**src/verilog/mbd_pkg.sv**
```systemverilog
// memory bus decoder: shared map, codes, carriers and timing constants
// assumes a single 20 MHz system clock and an APB register port
package mbd_pkg;

  // target regions; index minus one is the select bit
  typedef enum logic [3:0] {
    RG_NONE, RG_FLASH, RG_XFLASH, RG_RAM, RG_VRAM, RG_PER16, RG_PER32,
    RG_PPB, RG_ROMT, RG_TBSFR, RG_TBSRAM
  } mbd_region_e;

  localparam int NUM_TGT = 10;

  // width and access size share one scale: 0 byte, 1 halfword, 2 word
  localparam logic [1:0] SZ_BYTE = 2'h0;
  localparam logic [1:0] SZ_HALF = 2'h1;
  localparam logic [1:0] SZ_WORD = 2'h2;

  localparam logic [31:0] FLASH_BASE = 32'h0000_0000;
  localparam logic [31:0] FLASH_SIZE = 32'h0001_8000;
  localparam logic [31:0] XFLASH_BASE = 32'h0004_0000;
  localparam logic [31:0] XFLASH_SIZE = 32'h0010_0000;
  localparam logic [31:0] RAM_BASE = 32'h0015_0000;
  localparam logic [31:0] RAM_SIZE = 32'h0000_2000;
  localparam logic [31:0] VRAM_BASE = 32'h0015_2000;
  localparam logic [31:0] VRAM_SIZE = 32'h0000_4800;
  localparam logic [31:0] PER16_BASE = 32'h0020_0000;
  localparam logic [31:0] PER16_SIZE = 32'h0000_1000;
  localparam logic [31:0] PER32_BASE = 32'h0020_1000;
  localparam logic [31:0] PER32_SIZE = 32'h0000_3000;
  localparam logic [31:0] PPB_BASE = 32'hE000_0000;
  localparam logic [31:0] PPB_SIZE = 32'h1000_0000;
  localparam logic [31:0] ROMT_BASE = 32'hF000_0000;
  localparam logic [31:0] ROMT_SIZE = 32'h0000_1000;
  localparam logic [31:0] TBSFR_BASE = 32'hF020_0000;
  localparam logic [31:0] TBSFR_SIZE = 32'h0000_1000;
  localparam logic [31:0] TBSRAM_BASE = 32'hF022_0000;
  localparam logic [31:0] TBSRAM_SIZE = 32'h0000_2000;

  // register port byte addresses
  localparam logic [31:0] PROT_ADDR = 32'h0020_0000;
  localparam logic [31:0] FWAIT_ADDR = 32'h0020_01B0;
  localparam logic [31:0] STAT_ADDR = 32'h0020_01B4;
  localparam logic [15:0] PROT_RESET = 16'h0000;
  localparam logic [1:0] FWAIT_RESET = 2'h0;
  localparam int FWAIT_LSB = 0;
  localparam int STAT_BUSY_BIT = 4;

  // one bus cycle is one system clock period
  localparam int CLK_PERIOD_NS = 50;
  localparam int BEAT_NS = 50;
  localparam int BEAT_CYC_RAW = (BEAT_NS + CLK_PERIOD_NS - 1) / CLK_PERIOD_NS;
  localparam int BEAT_CYC = (BEAT_CYC_RAW < 1) ? 1 : BEAT_CYC_RAW;

  typedef struct packed {
    logic valid;
    logic [31:0] addr;
    logic write;
    logic [1:0] size;
    logic [31:0] wdata;
  } mbd_req_s;

  typedef struct packed {
    logic [NUM_TGT-1:0] sel;
    logic [31:0] addr;
    logic write;
    logic [3:0] be;
    logic [31:0] wdata;
  } mbd_tgt_s;

endpackage

```
**src/verilog/mbd_region_dec.sv**
```systemverilog
// memory bus decoder: address to region and device width lookup
// purely combinational; the caller registers what it keeps
`timescale 1ns/100ps
module mbd_region_dec (
  input wire logic [31:0] addr,
  output mbd_pkg::mbd_region_e region,
  output logic [1:0] width
);

  function automatic logic in_rng(input logic [31:0] a, input logic [31:0] base,
                                  input logic [31:0] size);
    in_rng = (a >= base) && ((a - base) < size);
  endfunction

  always_comb begin
    region = mbd_pkg::RG_NONE;
    width = mbd_pkg::SZ_WORD;
    if (in_rng(addr, mbd_pkg::FLASH_BASE, mbd_pkg::FLASH_SIZE)) begin
      region = mbd_pkg::RG_FLASH;
    end
    else if (in_rng(addr, mbd_pkg::XFLASH_BASE, mbd_pkg::XFLASH_SIZE)) begin
      region = mbd_pkg::RG_XFLASH;
    end
    else if (in_rng(addr, mbd_pkg::RAM_BASE, mbd_pkg::RAM_SIZE)) begin
      region = mbd_pkg::RG_RAM;
    end
    else if (in_rng(addr, mbd_pkg::VRAM_BASE, mbd_pkg::VRAM_SIZE)) begin
      region = mbd_pkg::RG_VRAM;
    end
    else if (in_rng(addr, mbd_pkg::PER16_BASE, mbd_pkg::PER16_SIZE)) begin
      region = mbd_pkg::RG_PER16;
      width = mbd_pkg::SZ_HALF;
    end
    else if (in_rng(addr, mbd_pkg::PER32_BASE, mbd_pkg::PER32_SIZE)) begin
      region = mbd_pkg::RG_PER32;
    end
    else if (in_rng(addr, mbd_pkg::PPB_BASE, mbd_pkg::PPB_SIZE)) begin
      region = mbd_pkg::RG_PPB;
    end
    else if (in_rng(addr, mbd_pkg::ROMT_BASE, mbd_pkg::ROMT_SIZE)) begin
      region = mbd_pkg::RG_ROMT;
    end
    else if (in_rng(addr, mbd_pkg::TBSFR_BASE, mbd_pkg::TBSFR_SIZE)) begin
      region = mbd_pkg::RG_TBSFR;
    end
    else if (in_rng(addr, mbd_pkg::TBSRAM_BASE, mbd_pkg::TBSRAM_SIZE)) begin
      region = mbd_pkg::RG_TBSRAM;
    end
  end

endmodule

```
**src/verilog/mbd_memory_bus_decoder.sv**
```systemverilog
// memory bus decoder: core access sequencer, target selects, register port
// assumes the core holds its request until core_ready and sits on clk
//
// Overview of operation
// - take a 32-bit byte address covering four gigabytes for fetch and data.
// - each bus cycle lasts one system clock period, except flash reads, which the wait field stretches.
// - beats are access size over device width, at least one.
// - internal flash of 96 KB sits at the bottom, 32-bit target.
// - address zero decodes to flash, the reset vector base.
// - a 1 MB window forwards to external flash, 32-bit target.
// - 8 KB general ram, 32-bit target, data and code.
// - 18 KB voice ram right above general ram, 32-bit target.
// - peripheral register space starts at the peripheral base.
// - lowest 4 KB of peripheral space is a 16-bit target.
// - next 12 KB of peripheral space is a 32-bit target.
// - rom table, trace buffer registers and trace buffer sram, 32-bit.
// - private peripheral region below the rom table, 32-bit target.
// - flash reads take extra cycles from the 2-bit read wait field.
`timescale 1ns/100ps
module mbd_memory_bus_decoder (
  input wire logic clk,
  input wire logic rst_b,
  input wire mbd_pkg::mbd_req_s core_req,
  output logic core_ready,
  output logic [31:0] core_rdata,
  output mbd_pkg::mbd_tgt_s tgt,
  input wire logic [31:0] tgt_rdata,
  input wire logic [31:0] paddr,
  input wire logic psel,
  input wire logic penable,
  input wire logic pwrite,
  input wire logic [31:0] pwdata,
  output logic [31:0] prdata,
  output logic pready,
  output logic pslverr
);

  typedef enum logic [1:0] {ST_IDLE, ST_BEAT, ST_DONE} mbd_state_e;

  function automatic logic [3:0] be_of(input logic [1:0] a, input logic [1:0] bs);
    case (bs)
      2'h0: be_of = 4'h1 << a;
      2'h1: be_of = 4'h3 << a;
      default: be_of = 4'hF;
    endcase
  endfunction

  function automatic logic [31:0] lane_mask(input logic [3:0] be);
    lane_mask = {{8{be[3]}}, {8{be[2]}}, {8{be[1]}}, {8{be[0]}}};
  endfunction

  mbd_pkg::mbd_region_e dec_region;
  logic [1:0] dec_width;
  logic [mbd_pkg::NUM_TGT-1:0] dec_sel;

  mbd_region_dec u_dec (
    .addr(core_req.addr),
    .region(dec_region),
    .width(dec_width)
  );

  genvar g;
  generate
    for (g = 0; g < mbd_pkg::NUM_TGT; g++) begin : g_sel
      assign dec_sel[g] = (dec_region == mbd_pkg::mbd_region_e'(4'(g + 1)));
    end
  endgenerate

  // register port state
  logic [15:0] prot_r, prot_nxt;
  logic [1:0] fwait_r, fwait_nxt;
  logic [31:0] prdata_r, prdata_nxt;
  logic pready_r, pready_nxt;
  logic pslverr_r, pslverr_nxt;

  // sequencer state
  mbd_state_e state_r, state_nxt;
  mbd_pkg::mbd_region_e region_r, region_nxt;
  mbd_pkg::mbd_tgt_s tgt_r, tgt_nxt;
  logic [1:0] bsize_r, bsize_nxt;
  logic [1:0] left_r, left_nxt;
  logic [1:0] wait_r, wait_nxt;
  logic [1:0] reload_r, reload_nxt;
  logic [31:0] rdata_r, rdata_nxt;

  logic accept;
  logic [1:0] acc_bsize;
  logic [1:0] acc_beats;
  logic [2:0] step;
  logic [31:0] next_addr;

  assign accept = (state_r == ST_IDLE) && core_req.valid;

  always_comb begin
    // beat size and count from width and size
    acc_bsize = (core_req.size > dec_width) ? dec_width : core_req.size;
    case (2'(core_req.size - acc_bsize))
      2'h0: acc_beats = 2'h0;
      2'h1: acc_beats = 2'h1;
      default: acc_beats = 2'h3;
    endcase
    step = 3'h1 << bsize_r;
    next_addr = tgt_r.addr + {29'h0, step};
  end

  always_comb begin
    state_nxt = state_r;
    region_nxt = region_r;
    tgt_nxt = tgt_r;
    bsize_nxt = bsize_r;
    left_nxt = left_r;
    wait_nxt = wait_r;
    reload_nxt = reload_r;
    rdata_nxt = rdata_r;
    case (state_r)
      ST_IDLE: begin
        if (core_req.valid) begin
          state_nxt = ST_BEAT;
          region_nxt = dec_region;
          bsize_nxt = acc_bsize;
          left_nxt = acc_beats;
          rdata_nxt = 32'h0000_0000;
          if (dec_region == mbd_pkg::RG_FLASH && !core_req.write) begin
            reload_nxt = 2'(mbd_pkg::BEAT_CYC - 1) + fwait_r;
          end else begin
            reload_nxt = 2'(mbd_pkg::BEAT_CYC - 1);
          end
          wait_nxt = reload_nxt;
          tgt_nxt.sel = dec_sel;
          tgt_nxt.addr = core_req.addr;
          tgt_nxt.write = core_req.write;
          tgt_nxt.be = (dec_region == mbd_pkg::RG_NONE) ? 4'h0 :
                       be_of(core_req.addr[1:0], acc_bsize);
          tgt_nxt.wdata = core_req.wdata;
        end
      end
      ST_BEAT: begin
        if (wait_r != 2'h0) begin
          wait_nxt = 2'(wait_r - 2'h1);
        end else begin
          if (!tgt_r.write) begin
            rdata_nxt = (rdata_r & ~lane_mask(tgt_r.be)) |
                        (tgt_rdata & lane_mask(tgt_r.be));
          end
          if (left_r == 2'h0) begin
            state_nxt = ST_DONE;
            tgt_nxt.sel = '0;
            tgt_nxt.be = 4'h0;
            tgt_nxt.write = 1'b0;
          end else begin
            left_nxt = 2'(left_r - 2'h1);
            wait_nxt = reload_r;
            tgt_nxt.addr = next_addr;
            tgt_nxt.be = be_of(next_addr[1:0], bsize_r);
          end
        end
      end
      ST_DONE: begin
        state_nxt = ST_IDLE;
      end
      default: begin
        state_nxt = ST_IDLE;
      end
    endcase
  end

  always_ff @(posedge clk or negedge rst_b) begin
    if (!rst_b) begin
      state_r <= ST_IDLE;
      region_r <= mbd_pkg::RG_NONE;
      tgt_r <= '0;
      bsize_r <= mbd_pkg::SZ_BYTE;
      left_r <= 2'h0;
      wait_r <= 2'h0;
      reload_r <= 2'h0;
      rdata_r <= 32'h0000_0000;
    end else begin
      state_r <= state_nxt;
      region_r <= region_nxt;
      tgt_r <= tgt_nxt;
      bsize_r <= bsize_nxt;
      left_r <= left_nxt;
      wait_r <= wait_nxt;
      reload_r <= reload_nxt;
      rdata_r <= rdata_nxt;
    end
  end

  // core stalls until the done cycle
  assign core_ready = (state_r == ST_DONE);
  assign core_rdata = rdata_r;
  assign tgt = tgt_r;

  // register port: one wait state so read data comes from a flop
  logic apb_acc;
  logic apb_mapped;
  logic [31:0] apb_rd;

  always_comb begin
    apb_acc = psel && penable;
    apb_mapped = (paddr == mbd_pkg::PROT_ADDR) || (paddr == mbd_pkg::FWAIT_ADDR) ||
                 (paddr == mbd_pkg::STAT_ADDR);
    apb_rd = 32'h0000_0000;
    case (paddr)
      mbd_pkg::PROT_ADDR: apb_rd[15:0] = prot_r;
      mbd_pkg::FWAIT_ADDR: apb_rd[mbd_pkg::FWAIT_LSB +: 2] = fwait_r;
      mbd_pkg::STAT_ADDR: begin
        apb_rd[3:0] = region_r;
        apb_rd[mbd_pkg::STAT_BUSY_BIT] = (state_r != ST_IDLE);
      end
      default: apb_rd = 32'h0000_0000;
    endcase
  end

  always_comb begin
    prot_nxt = prot_r;
    fwait_nxt = fwait_r;
    prdata_nxt = prdata_r;
    pslverr_nxt = pslverr_r;
    pready_nxt = apb_acc && !pready_r;
    if (apb_acc && !pready_r) begin
      prdata_nxt = pwrite ? 32'h0000_0000 : apb_rd;
      pslverr_nxt = !apb_mapped;
    end
    if (apb_acc && pready_r && pwrite) begin
      if (paddr == mbd_pkg::PROT_ADDR) begin
        prot_nxt = pwdata[15:0];
      end
      if (paddr == mbd_pkg::FWAIT_ADDR) begin
        fwait_nxt = pwdata[mbd_pkg::FWAIT_LSB +: 2];
      end
    end
  end

  always_ff @(posedge clk or negedge rst_b) begin
    if (!rst_b) begin
      prot_r <= mbd_pkg::PROT_RESET;
      fwait_r <= mbd_pkg::FWAIT_RESET;
      prdata_r <= 32'h0000_0000;
      pready_r <= 1'b0;
      pslverr_r <= 1'b0;
    end else begin
      prot_r <= prot_nxt;
      fwait_r <= fwait_nxt;
      prdata_r <= prdata_nxt;
      pready_r <= pready_nxt;
      pslverr_r <= pslverr_nxt;
    end
  end

  assign prdata = prdata_r;
  assign pready = pready_r;
  assign pslverr = pslverr_r && pready_r;

  // checks
  AST_READY_PULSE: assert property (@(posedge clk) disable iff (!rst_b)
    core_ready |=> !core_ready)
    else $error("core_ready held longer than one cycle");

  AST_PER32_ONE: assert property (@(posedge clk) disable iff (!rst_b)
    (accept && dec_region == mbd_pkg::RG_PER32) |=> ##1 core_ready)
    else $error("wide peripheral access did not finish in one beat");

  AST_PER16_WORD: assert property (@(posedge clk) disable iff (!rst_b)
    (accept && dec_region == mbd_pkg::RG_PER16 && core_req.size == mbd_pkg::SZ_WORD)
    |=> !core_ready ##1 !core_ready ##1 core_ready)
    else $error("word to 16-bit target did not take two beats");

  AST_LE_ORDER: assert property (@(posedge clk) disable iff (!rst_b)
    (accept && dec_region == mbd_pkg::RG_PER16 && core_req.size == mbd_pkg::SZ_WORD &&
     core_req.addr[1:0] == 2'h0)
    |=> (tgt.be == 4'h3) ##1 (tgt.be == 4'hC && tgt.addr[1]))
    else $error("split halves out of little-endian order");

  AST_FLASH_WAIT: assert property (@(posedge clk) disable iff (!rst_b)
    (accept && dec_region == mbd_pkg::RG_FLASH && !core_req.write && fwait_r == 2'h3)
    |=> (tgt.sel[0] && !core_ready) [*4] ##1 core_ready)
    else $error("flash read did not stretch by the wait field");

  AST_RESET_VECTOR: assert property (@(posedge clk) disable iff (!rst_b)
    (accept && core_req.addr == mbd_pkg::FLASH_BASE) |=> tgt.sel[0])
    else $error("address zero did not select flash");

  AST_RESERVED_ZERO: assert property (@(posedge clk) disable iff (!rst_b)
    (accept && dec_region == mbd_pkg::RG_NONE)
    |=> (tgt.sel == '0 && tgt.be == 4'h0) ##1 (core_ready && core_rdata == 32'h0000_0000))
    else $error("reserved access selected a target or read nonzero");

  AST_VRAM_ABOVE: assert property (@(posedge clk) disable iff (!rst_b)
    (accept && core_req.addr == mbd_pkg::RAM_BASE + mbd_pkg::RAM_SIZE) |=> tgt.sel[3])
    else $error("voice ram not directly above general ram");

  AST_WAIT_WRITE: assert property (@(posedge clk) disable iff (!rst_b)
    (apb_acc && pready_r && pwrite && paddr == mbd_pkg::FWAIT_ADDR)
    |=> fwait_r == $past(pwdata[1:0]))
    else $error("read wait field not updated by register write");

  AST_SEL_ONEHOT: assert property (@(posedge clk) disable iff (!rst_b)
    $onehot0(tgt.sel))
    else $error("more than one target selected");

  AST_WORD_FULL_LANES: assert property (@(posedge clk) disable iff (!rst_b)
    (accept && dec_width == mbd_pkg::SZ_WORD && core_req.size == mbd_pkg::SZ_WORD &&
     dec_region != mbd_pkg::RG_NONE) |=> (tgt.be == 4'hF))
    else $error("word to 32-bit target did not enable all lanes");

  AST_BYTE_ONE_BEAT: assert property (@(posedge clk) disable iff (!rst_b)
    (accept && core_req.size == mbd_pkg::SZ_BYTE &&
     !(dec_region == mbd_pkg::RG_FLASH && !core_req.write)) |=> ##1 core_ready)
    else $error("byte access took more than one beat");

  AST_XFLASH_NO_WAIT: assert property (@(posedge clk) disable iff (!rst_b)
    (accept && dec_region == mbd_pkg::RG_XFLASH) |=> ##1 core_ready)
    else $error("external flash window took extra cycles");

  AST_PER16_NARROW: assert property (@(posedge clk) disable iff (!rst_b)
    (accept && dec_region == mbd_pkg::RG_PER16 && core_req.size != mbd_pkg::SZ_WORD)
    |=> ##1 core_ready)
    else $error("narrow access to 16-bit target took more than one beat");

  AST_BEAT_HOLD: assert property (@(posedge clk) disable iff (!rst_b)
    (state_r == ST_BEAT && wait_r != 2'h0) |=> ($stable(tgt.addr) && $stable(tgt.be)))
    else $error("target request moved during a flash wait");

  AST_PREADY_PULSE: assert property (@(posedge clk) disable iff (!rst_b)
    pready |=> !pready)
    else $error("pready held longer than one cycle");

  AST_PROT_WRITE: assert property (@(posedge clk) disable iff (!rst_b)
    (apb_acc && pready_r && pwrite && paddr == mbd_pkg::PROT_ADDR)
    |=> prot_r == $past(pwdata[15:0]))
    else $error("protect register not updated by register write");

endmodule

```
**config.mk**
```make
export PLATFORM = sky130hd
export DESIGN_NAME = mbd_memory_bus_decoder
export DESIGN_NICKNAME = d
export VERILOG_FILES = /design/src/verilog/mbd_pkg.sv /design/src/verilog/mbd_region_dec.sv /design/src/verilog/mbd_memory_bus_decoder.sv
export SDC_FILE = /design/constraint.sdc
export NUM_CORES = 1
export LEC_CHECK = 0
export BUFFER_PORTS_ARGS = -buffer_cell sky130_fd_sc_hd__buf_2
export CORE_MARGIN = 2
export CORE_UTILIZATION = 52
export DETAILED_ROUTE_END_ITERATION = 10
export HOLD_SLACK_MARGIN = 0.02
export PLACE_DENSITY = 0.92
export SYNTH_ARGS = -nofsm -noshare
export SYNTH_HDL_FRONTEND = slang
export SYNTH_SLANG_ARGS = --single-unit
```
**constraint.sdc**
```tcl
create_clock -name clk -period 3.8 [get_ports clk]
set_clock_uncertainty 0.2 [all_clocks]
set_input_delay 0.76 -clock clk [delete_from_list [all_inputs] [get_ports clk]]
set_output_delay 0.76 -clock clk [all_outputs]
set_load 0.03 [all_outputs]
```
After elaboration in Yosys (flattened, before gate mapping) --
Index checks and enable logic that the tools add are counted.
Word-level totals: flip-flop bits (word level) 177, input bits 169, output and inout port bits 146, word-level logic and storage cells 171
Operators by class: $add $sub $neg 13, order comparisons 21, equal/unequal tests 24, shift-type cells 5, multiplexer cells 48, bitwise logic cells 4, reductions and logical operators 39
Operators with widths (number):
- >= comparator 32 bit (second input constant) | 4
- 2-to-1 mux 32 bit | 4
- subtractor 32 bit (second input constant) | 4
- equality test 32 x 22 -> 1 bit (second input constant) | 3
- less-than comparator 32 x 13 -> 1 bit (second input constant) | 3
- less-than comparator 32 x 14 -> 1 bit (second input constant) | 3
- case mux 47 bit (2 select lines) | 1
- 2-to-1 mux 79 bit | 1
- bitwise AND 32 bit | 2
- >= comparator 32 x 21 -> 1 bit (second input constant) | 2
- >= comparator 32 x 22 -> 1 bit (second input constant) | 2
- case mux 32 bit (2 select lines) | 1
- subtractor 32 x 21 -> 32 bit (second input constant) | 2
- subtractor 32 x 22 -> 32 bit (second input constant) | 2
- 2-to-1 mux 4 bit | 12
- 2-to-1 mux 47 bit | 1
- adder 32 x 3 -> 32 bit | 1
- >= comparator 32 x 1 -> 1 bit (second input constant) | 1
- >= comparator 32 x 19 -> 1 bit (second input constant) | 1
- less-than comparator 32 x 15 -> 1 bit (second input constant) | 1
- less-than comparator 32 x 17 -> 1 bit (second input constant) | 1
- less-than comparator 32 x 21 -> 1 bit (second input constant) | 1
- less-than comparator 32 x 29 -> 1 bit (second input constant) | 1
- 2-to-1 mux 2 bit | 16
- other kinds (34) | 84

Depth between registers and ports, before layout --
Gate-level depths: netlist of run 1.
word-level depth 18, mapped depth 18, mapped depth without buffers 17

Cells and area by module --
A second synthesis of run 1 with hierarchy kept.
Second synthesis, totals: cells, all modules 1093, area total of the unflattened synthesis 9427.8 µm²
Modules (own cells, without submodules):
- mbd_memory_bus_decoder | instances 1, cells an instance 853, area each 7872.6 µm²
- mbd_region_dec | instances 1, cells an instance 240, area each 1555.2 µm²

Least setup slack after synthesis of run 1 --
OpenSTA, ideal clock, no wires.
path type input-to-reg, start point input core_req[48] (netlist bit), end point register left_r[0], setup time 0.095 ns, data arrival time 3.729 ns, slack -0.224 ns, cell stages on the path 17, buffers on the path 2, cell sequence buf_2 or3_1 buf_2 nor4_2 o311a_1 o2111a_1 inv_1 ha_1 nor3_1 a31oi_1 o21ai_0 a21oi_1 a21oi_1 ha_1 xor2_1 nor2_1 o31ai_1
On the way: word-level cells in the longest chain between the ends 15, elaborated cells on any way between the ends 32, those cells by class add/sub (5); order compare (11); eq/ne (1); mux (9); reduce/logical (6)
RTL lines:
- start, declared | line mbd_memory_bus_decoder.sv:23 | input wire mbd_pkg::mbd_req_s core_req,
- subtractor 32 x 22 -> 32 bit | line mbd_region_dec.sv:12 | in_rng = (a >= base) && ((a - base) < size);
- less-than comparator 32 x 13 -> 1 bit | line mbd_region_dec.sv:12
- logical AND 1 bit | line mbd_region_dec.sv:12
- 2-to-1 mux 2 bit | line mbd_region_dec.sv:30 | else if (in_rng(addr, mbd_pkg::PER16_BASE, mbd_pkg::PER16_SIZE)) begin
- 2-to-1 mux 2 bit | line mbd_region_dec.sv:27 | else if (in_rng(addr, mbd_pkg::VRAM_BASE, mbd_pkg::VRAM_SIZE)) begin
- 2-to-1 mux 2 bit | line mbd_region_dec.sv:24 | else if (in_rng(addr, mbd_pkg::RAM_BASE, mbd_pkg::RAM_SIZE)) begin
- 2-to-1 mux 2 bit | line mbd_region_dec.sv:21 | else if (in_rng(addr, mbd_pkg::XFLASH_BASE, mbd_pkg::XFLASH_SIZE)) begin
- 2-to-1 mux 2 bit (*) | line mbd_region_dec.sv:18 | if (in_rng(addr, mbd_pkg::FLASH_BASE, mbd_pkg::FLASH_SIZE)) begin
- greater-than comparator 2 bit | line mbd_memory_bus_decoder.sv:96 | acc_bsize = (core_req.size > dec_width) ? dec_width : core_req.size;
- 2-to-1 mux 2 bit (*) | line mbd_memory_bus_decoder.sv:96
- named net acc_bsize[0] | line mbd_memory_bus_decoder.sv:87 | logic [1:0] acc_bsize;
- subtractor 2 bit (*) | line mbd_memory_bus_decoder.sv:97 | case (2'(core_req.size - acc_bsize))
- equality test 2 x 1 -> 1 bit or logical NOT 2 bit (tied branches) | line mbd_memory_bus_decoder.sv:97
- case mux 2 bit (2 select lines) (*) | line mbd_memory_bus_decoder.sv:97
- 2-to-1 mux 2 bit (*) | line mbd_memory_bus_decoder.sv:117 | if (core_req.valid) begin
- case mux 2 bit (2 select lines) (*) | line mbd_memory_bus_decoder.sv:115 | case (state_r)
- end signal, assigned | line mbd_memory_bus_decoder.sv:182 | left_r <= left_nxt;
- end, declared | line mbd_memory_bus_decoder.sv:81 | logic [1:0] left_r, left_nxt;
The timed path passes the listed nets; every way through them passes the cells marked *. The select of a mux whose other input is x is not followed. A chain may end at the register's enable or synchronous reset.

Worst setup path after layout of run 1 --
start point input core_req[51] (netlist bit), end point register left_r[0]
Same word-level chain as after synthesis.

==> results of run 1 <==
## cell type report
type / instances / area [µm²]
fill: 1377 / 5540
multi-input combinational: 854 / 5220
sequential: 161 / 4030
timing repair buffer: 394 / 2310
clock buffer: 18 / 429
tap: 229 / 287
clock inverter: 14 / 194
inverter: 36 / 135
antenna: 1 / 2.50
## registers in the layout (all words and copies together), names as in the netlist, 4 cells and up
name,cells
tgt,79
core_rdata,32
prdata,16
prot_r,16
region_r,4
## per-stage QoR
stage                     area (µm²)  cells
after floorplan                 9810   1141
after global placement         12000   1674
after detailed placement       12000   1674
after CTS                      12600   1706
after global routing           12600   1707
final                          12600   1707
## path summary, 6_finish.rpt
| check | start | to | slack, ns | cells after the start |
|---|---|---|---|---|
| hold reg to reg | tgt[31] | tgt[31] | 0.27 | 2 |
| setup reg to reg | bsize_r[0] | tgt[68] | 0.68 | 13 |
| setup / recovery | core_req[51] | left_r[0] | 0.29 | 16 |
| min in group clk | tgt[31] | tgt[31] | 0.27 | 2 |
| hold / removal | rst_b | tgt[0] | 0.25 | 1 |
| max in group asynchronous | rst_b | reload_r[0] | 2.31 | 2 |
## power by group
group          internal (W)  total, W  leakage (nW)  switching (W)
combinational       0.00124   0.00402          4.04        0.00278
sequential          0.00223   0.00265          2.12       0.000412
clock               0.00106   0.00182         0.305       0.000760
total               0.00454   0.00849          6.46        0.00395
## routing by layer
layer  share of wire [%]  wire length (µm)  up-vias  track usage, %
met2                  48             15700      659            53.8
met3                 9.4              3090      124            7.59
li1                    -                 -     4732               -
met1                  39             12800     4965            42.1
met4                 3.8              1240        0            14.2
met5                   0                 0        -               0
## cell usage in the layout (no fill, tap or decap), types with 7 or more instances in the layout
cell type	count
nor3_1	26
nand4_1	17
or3_1	13
mux2i_1	35
a22o_1	15
buf_2	281
buf_4	108
dfrtp_1	161
clkbuf_16	17
a21oi_1	69
conb_1	16
nor3b_1	8
inv_1	33
nor2b_1	8
mux2_2	20
xnor2_1	12
and4_1	8
o22ai_1	7
nor4_1	28
nand3_1	19
o31ai_1	17
o21ai_1	8
nor2_1	99
nand2_1	184
o211ai_1	10
a221oi_1	8
ha_1	19
o21ai_0	62
a31oi_1	14
nand2b_1	8
## logic make-up (layout without fill, tap and decap cells)
logic type               Yosys count  after routing  share of synthesized area, %
AO/OA/AOI/OAI                    280            280                          19.0
XOR/XNOR                          18             18                          1.63
adder cells (fa/ha/maj)           22             22                          2.92
buffers and inverters            126            462                          5.82
flip-flops                       161            161                          41.6
multiplexers                      55             55                          5.94
other                              1             17                        0.0387
AND/OR/NAND/NOR                  463            463                          23.1
==> impl_metrics.toml, run 1 <==
[synth]
yosysWarnings = 0
ys_top_cells_by_area = "dfrtp_1 42%, nand2_1 7.1%, nor2_1 3.9%"
yosys_most_used_dff = "dfrtp_1"
post_synthesis_cell_area_um2 = 9690
synth_cells = 1126
synth.top_cells.by_count = "184 x nand2_1, 161 x dfrtp_1, 100 x nor2_1"
flip_flop_and_latch_count_after_synthesis = 161
netlist.area_leader.share_pct = 41.6
yosys.area.top_type = "dfrtp_1"
seq_area_frac_synth_pct = 41.6
synth_edf_count = 0
synth_area_per_cell_um2 = 8.61
most_instantiated_library_cell_after_synthesis = "nand2_1"
distinct_cells_synth = 79
async_reset_ff_share_pct = 100

[sta]
achievable-frequency_mhz = 285
timing.slew.headroom_pct = 32.1
finalSetupViolations = 0
grt_setup_unrepaired = "false"
timing_worst_slew_pin_value_ns = 1.02
report.final.hold_viol_count = 0
final.period_utilization_pct = 92.3
tns_ns = 0
minimum_period_implied_by_the_final_worst_setup_slack_ns = 3.51
setup_slack_of_the_critical_path_after_layout_ns = 0.293
hold-worst-slack_ns = 0.251
timing_max_transition_violations_final = 0

[grt]
antenna_found_initial = 1
global_route.usage.total_pct = 32.9
grt_overflow = 0
grt_pass1_wl_um = 51900
grt_start_max_net_pins = 112
grt_pass1_vias = 10002

[cts]
clockRootBuffer = "clkbuf_16"
ctsResizeCount = 0
post-cts-setup-buffer-count = 0
cts-hold-fix-buffers = 0
clock_sinks = 161
worstSkewPairLatency_ns = 0.43
cts_made_buffers = 17
cts_max_path_buffers = 2
clkSlewWorstSetupHoldPaths_ns = 0.07
tritoncts = "done"
cts.htree.levels = 4

[floorplan]
placeableCoreArea_um2 = 18100
die_h_um = 141
start_util_pct = 53.4
die_w_um = 141
core.rowCount = 49
fp.dieArea_um2 = 19800
design.portCount = 315

[routing]
route.detailed.drc = 0
drt-total-wl_um = 32800
dr_total_vias = 10480
drtAntennaViolNets = 0
routed_via_density = 6.14
post_drt_wl_per_cell_um = 19.2
dr.pass1.iters = 8
drt_first_iter_violations = 946

[power_and_ir_drop]
pd_cells_nw_per_um2 = 674
worst_ir_drop_vdd_mv = 0.645
leakagePower_nw = 6.46
totalPowerFinal_w = 0.00849

[setup_path]
cp_cell_sequence = "buf_2 > or3_1 > nor4_4 > o311a_1 > o2111a_2 > inv_2 > ha_4 > inv_2 > a31oi_1 > o21ai_1 > a21oi_1 > a21oi_2 > ha_2 > xor2_1 > nor2_1 > o31ai_1"
worstSetupStartpointType = "input port"
critPathMostFrequentCell = "inv_2"
worst_ep_required_time_ns = 3.93
critPathCaptureType = "register"
cp_slowest_stage_delay_ns = 0.44
criticalPathCategory = "input port to register"
crit_slowest_cell = "or3_1"
crit_family = "compound AO/OA/AOI/OAI gates"
cp_data_arrival_time_ns = 3.63
crit_fanout = 4
critPathBufInv = 3

[layout]
drive_gt1_share_pct = 32.0
num-nets-final = 1655
layout.core_utilization_pct = 69.5
syn2layout_area_growth_pct = 30.0

[flow_run]
max-cap-violations = 0

[min_path]
worstHoldPathType = "input port to async pin"

[status]
run_status = "completed"

[place]
gp_congestion = 1.02
detailedPlace.worstSlack_ns = -0.110
hpwl_reported_at_the_end_of_detailed_placement_um = 23900
io_buf_count = 282
Power figures use the tool's default switching activity.
==> run 2, diff against run 1 <==
--- a/config.mk
+++ b/config.mk
@@ -7,10 +7,12 @@
 export LEC_CHECK = 0
 export BUFFER_PORTS_ARGS = -buffer_cell sky130_fd_sc_hd__buf_2
 export CORE_MARGIN = 2
-export CORE_UTILIZATION = 52
+export CORE_UTILIZATION = 51
+export CTS_CLUSTER_SIZE = 8
 export DETAILED_ROUTE_END_ITERATION = 10
 export HOLD_SLACK_MARGIN = 0.02
-export PLACE_DENSITY = 0.92
+export PLACE_DENSITY = 0.91
 export SYNTH_ARGS = -nofsm -noshare
 export SYNTH_HDL_FRONTEND = slang
+export SYNTH_HIERARCHICAL = 1
 export SYNTH_SLANG_ARGS = --single-unit
==> run 2 against run 1 <==
  * Fmax decreased by 4.5%
  * Synthesized cell count decreased by 2.9%
  * Die area decreased by 0.82%
  * Final area decreased by 2.3%
  * Sequential power increased by 2%
  * Critical endpoint is now tgt[33]
  * Highest routed layer unchanged
  * Count of clock-buffer cells in the layout decreased by 1
  * Sequential cell count unchanged
  * Wire length decreased by 7.9%
  * Worst hold slack got worse by 0.041 ns
  * Global-route usage decreased by 2.5 points
  * Clock power decreased by 6%
  * Critical path depth decreased by 1
==> impl_metrics.toml, run 2 <==
[synth]
distinct_cells_synth = 87
synth_edf_count = 0
synth_cells = 1093
most_instantiated_library_cell_after_synthesis = "nand2_1"
post_synthesis_cell_area_um2 = 9430
yosys.area.top_type = "dfrtp_1"
yosys_most_used_dff = "dfrtp_1"
netlist.area_leader.share_pct = 42.7
flip_flop_and_latch_count_after_synthesis = 161
async_reset_ff_share_pct = 100
yosysWarnings = 6
synth_area_per_cell_um2 = 8.63
ys_top_cells_by_area = "dfrtp_1 43%, nand2_1 8.9%, a21oi_1 4.2%"
seq_area_frac_synth_pct = 42.7
synth.top_cells.by_count = "223 x nand2_1, 161 x dfrtp_1, 79 x a21oi_1"

[sta]
timing_worst_slew_pin_value_ns = 0.976
finalSetupViolations = 0
achievable-frequency_mhz = 272
timing_max_transition_violations_final = 0
hold-worst-slack_ns = 0.211
timing.slew.headroom_pct = 34.8
report.final.hold_viol_count = 0
minimum_period_implied_by_the_final_worst_setup_slack_ns = 3.67
final.period_utilization_pct = 96.7

[layout]
largest_register_ffs = 79
highest_count_cells_in_the_layout_ignoring_fill_and_taps = "281 x buf_2, 222 x nand2_1, 161 x dfrtp_1, 93 x buf_4, 77 x a21oi_1"
multi_input_area_um2 = 5110
final-instance-count-excl-fill = 1662
syn2layout_area_growth_pct = 30.7
drive_gt1_share_pct = 33.9
num-nets-final = 1610
final.fill_count = 1388
regArea_um2 = 4030
layout_commonest_cell = "buf_2"

[routing]
wl_met1_um = 11600
drtAntennaViolNets = 0
met3_wirelength_um = 2580
post_drt_wl_per_cell_um = 18.2
highest-signal-layer = "met4"
drt_first_iter_violations = 808
route.detailed.drc = 0
routed_via_density = 5.96
drt-total-wl_um = 30300
dr_total_vias = 9900
met2WireLength_um = 15100
dr.pass1.iters = 6

[setup_path]
criticalPathCategory = "input port to register"
cp_data_arrival_time_ns = 3.77
worst_ep_required_time_ns = 3.90
crit_fanout = 4
worstSetupStartpointType = "input port"
critPathCaptureType = "register"
critPathMostFrequentCell = "buf_4"
crit_slowest_cell = "or4b_4"
worst_r2r_path_depth = 6
cp_slowest_stage_delay_ns = 0.53
cp_cell_sequence = "buf_2 > inv_6 > ha_4 > or4b_4 > or3_4 > a41oi_4 > a2111oi_4 > ha_1 > nor2b_2 > o21ai_2 > buf_4 > buf_4 > a311oi_1 > or2_4 > o221ai_1"

[power_and_ir_drop]
pd_cells_nw_per_um2 = 683
seq_pwr_share_pct = 32.3
leakagePower_nw = 6.02
switchingPower_w = 0.00409
p_sw_share_pct = 48.6
worst_ir_drop_vdd_mv = 0.437
intPower_w = 0.00432
fraction_of_power_consumed_by_combinational_cells_pct = 47.4
clock_power_share_pct = 20.3

[cts]
cts.htree.levels = 4
clkSlewWorstSetupHoldPaths_ns = 0.07
clockRootBuffer = "clkbuf_16"
cts_max_path_buffers = 2
cts_made_buffers = 17
cts-hold-fix-buffers = 0
tritoncts = "done"
clock_sinks = 161
worstSkewPairLatency_ns = 0.43

[floorplan]
fp.dieArea_um2 = 19600
placeableCoreArea_um2 = 18000
die_w_um = 140
design.portCount = 315
die_h_um = 140
start_util_pct = 52.3
core.rowCount = 49

[place]
gp_congestion = 1.04
place.detailed.instances = 1627
hpwl_reported_at_the_end_of_detailed_placement_um = 22400
io_buf_count = 282

[min_path]
worstHoldPathType = "input port to async pin"

[grt]
grt_overflow = 0
grt_pass1_wl_um = 48000
global_route.usage.total_pct = 30.4
grt_start_max_net_pins = 92
antenna_found_initial = 1
grt_pass1_vias = 9367

[status]
run_status = "completed"

[flow_run]
max-cap-violations = 0
## run 2: power by group through the flow
stage | sequential, W | combinational [W] | clock (W)
after floorplan | 0.00350 | 0.00194 | 0
after global placement | 0.00270 | 0.00383 | 0
after detailed placement | 0.00272 | 0.00394 | 0
after CTS | 0.00270 | 0.00395 | 0.00175
after global routing | 0.00278 | 0.00433 | 0.00182
final | 0.00271 | 0.00399 | 0.00171
## run 2: cell families after synthesis
| logic type | synth area share, % |
|---|---|
| fa+ha+maj | 3.00 |
| flops | 42.7 |
| xor+xnor | 1.47 |
| compound gates | 18.7 |
| simple gates | 25.3 |
| buf+inv | 5.84 |
| other cells | 0.0398 |
| mux | 2.91 |
## run 2: layout make-up
| type | instances | area share, % |
|---|---|---|
| Antenna cell | 1 | 0.0203 |
| Clock buffer | 17 | 3.45 |
| Clock inverter | 15 | 1.50 |
| Inverter | 30 | 1.02 |
| Multi-Input combinational cell | 832 | 41.5 |
| Sequential cell | 161 | 32.7 |
| Tap cell | 229 | 2.33 |
| Timing Repair Buffer | 377 | 17.5 |
## run 2: critical path, delay by kind of cell
family	cells	cell delay, ns
AOI/OAI and AO/OA	5	0.80
adders and majority gates	2	0.48
buffers and inverters	4	0.44
and+or+nand+nor	4	1.27
## run 2: through the flow
stage	power, W	instance area, µm²	util, %	TNS (ns)	setup slack, ns
after floorplan	0.00544	9640	-	-0.524	-0.278
after global placement	0.00652	11600	64.3	-1.85	-0.257
after detailed placement	0.00666	11600	64.3	-2.67	-0.348
after CTS	0.00840	12200	67.7	0	0.0878
after global routing	0.00894	12300	68.3	-0.0196	-0.0196
final	0.00841	12300	68.4	0	0.126
## run 2: path summary, 6_finish.rpt
path	start	to	slack [ns]
setup reg to reg	left_r[0]	tgt[68]	0.99
min in group clk	tgt[27]	tgt[27]	0.27
setup / recovery	core_req[56]	tgt[33]	0.13
hold reg to reg	tgt[27]	tgt[27]	0.27
hold / removal	rst_b	tgt[26]	0.21
max in group asynchronous	rst_b	core_rdata[11]	2.30
## run 2: what timing repair did
item	4_1_cts	5_1_grt
endpoints found under the hold margin	0	0
setup endpoints to repair	0	8
setup buffers	0	2
gates resized for setup	0	18
## run 2: routing by layer
layer	global-route usage, %	vias up
met3	5.57	84
met4	11.3	0
met5	0	-
met2	52.4	565
met1	38.2	4677
li1	-	4574
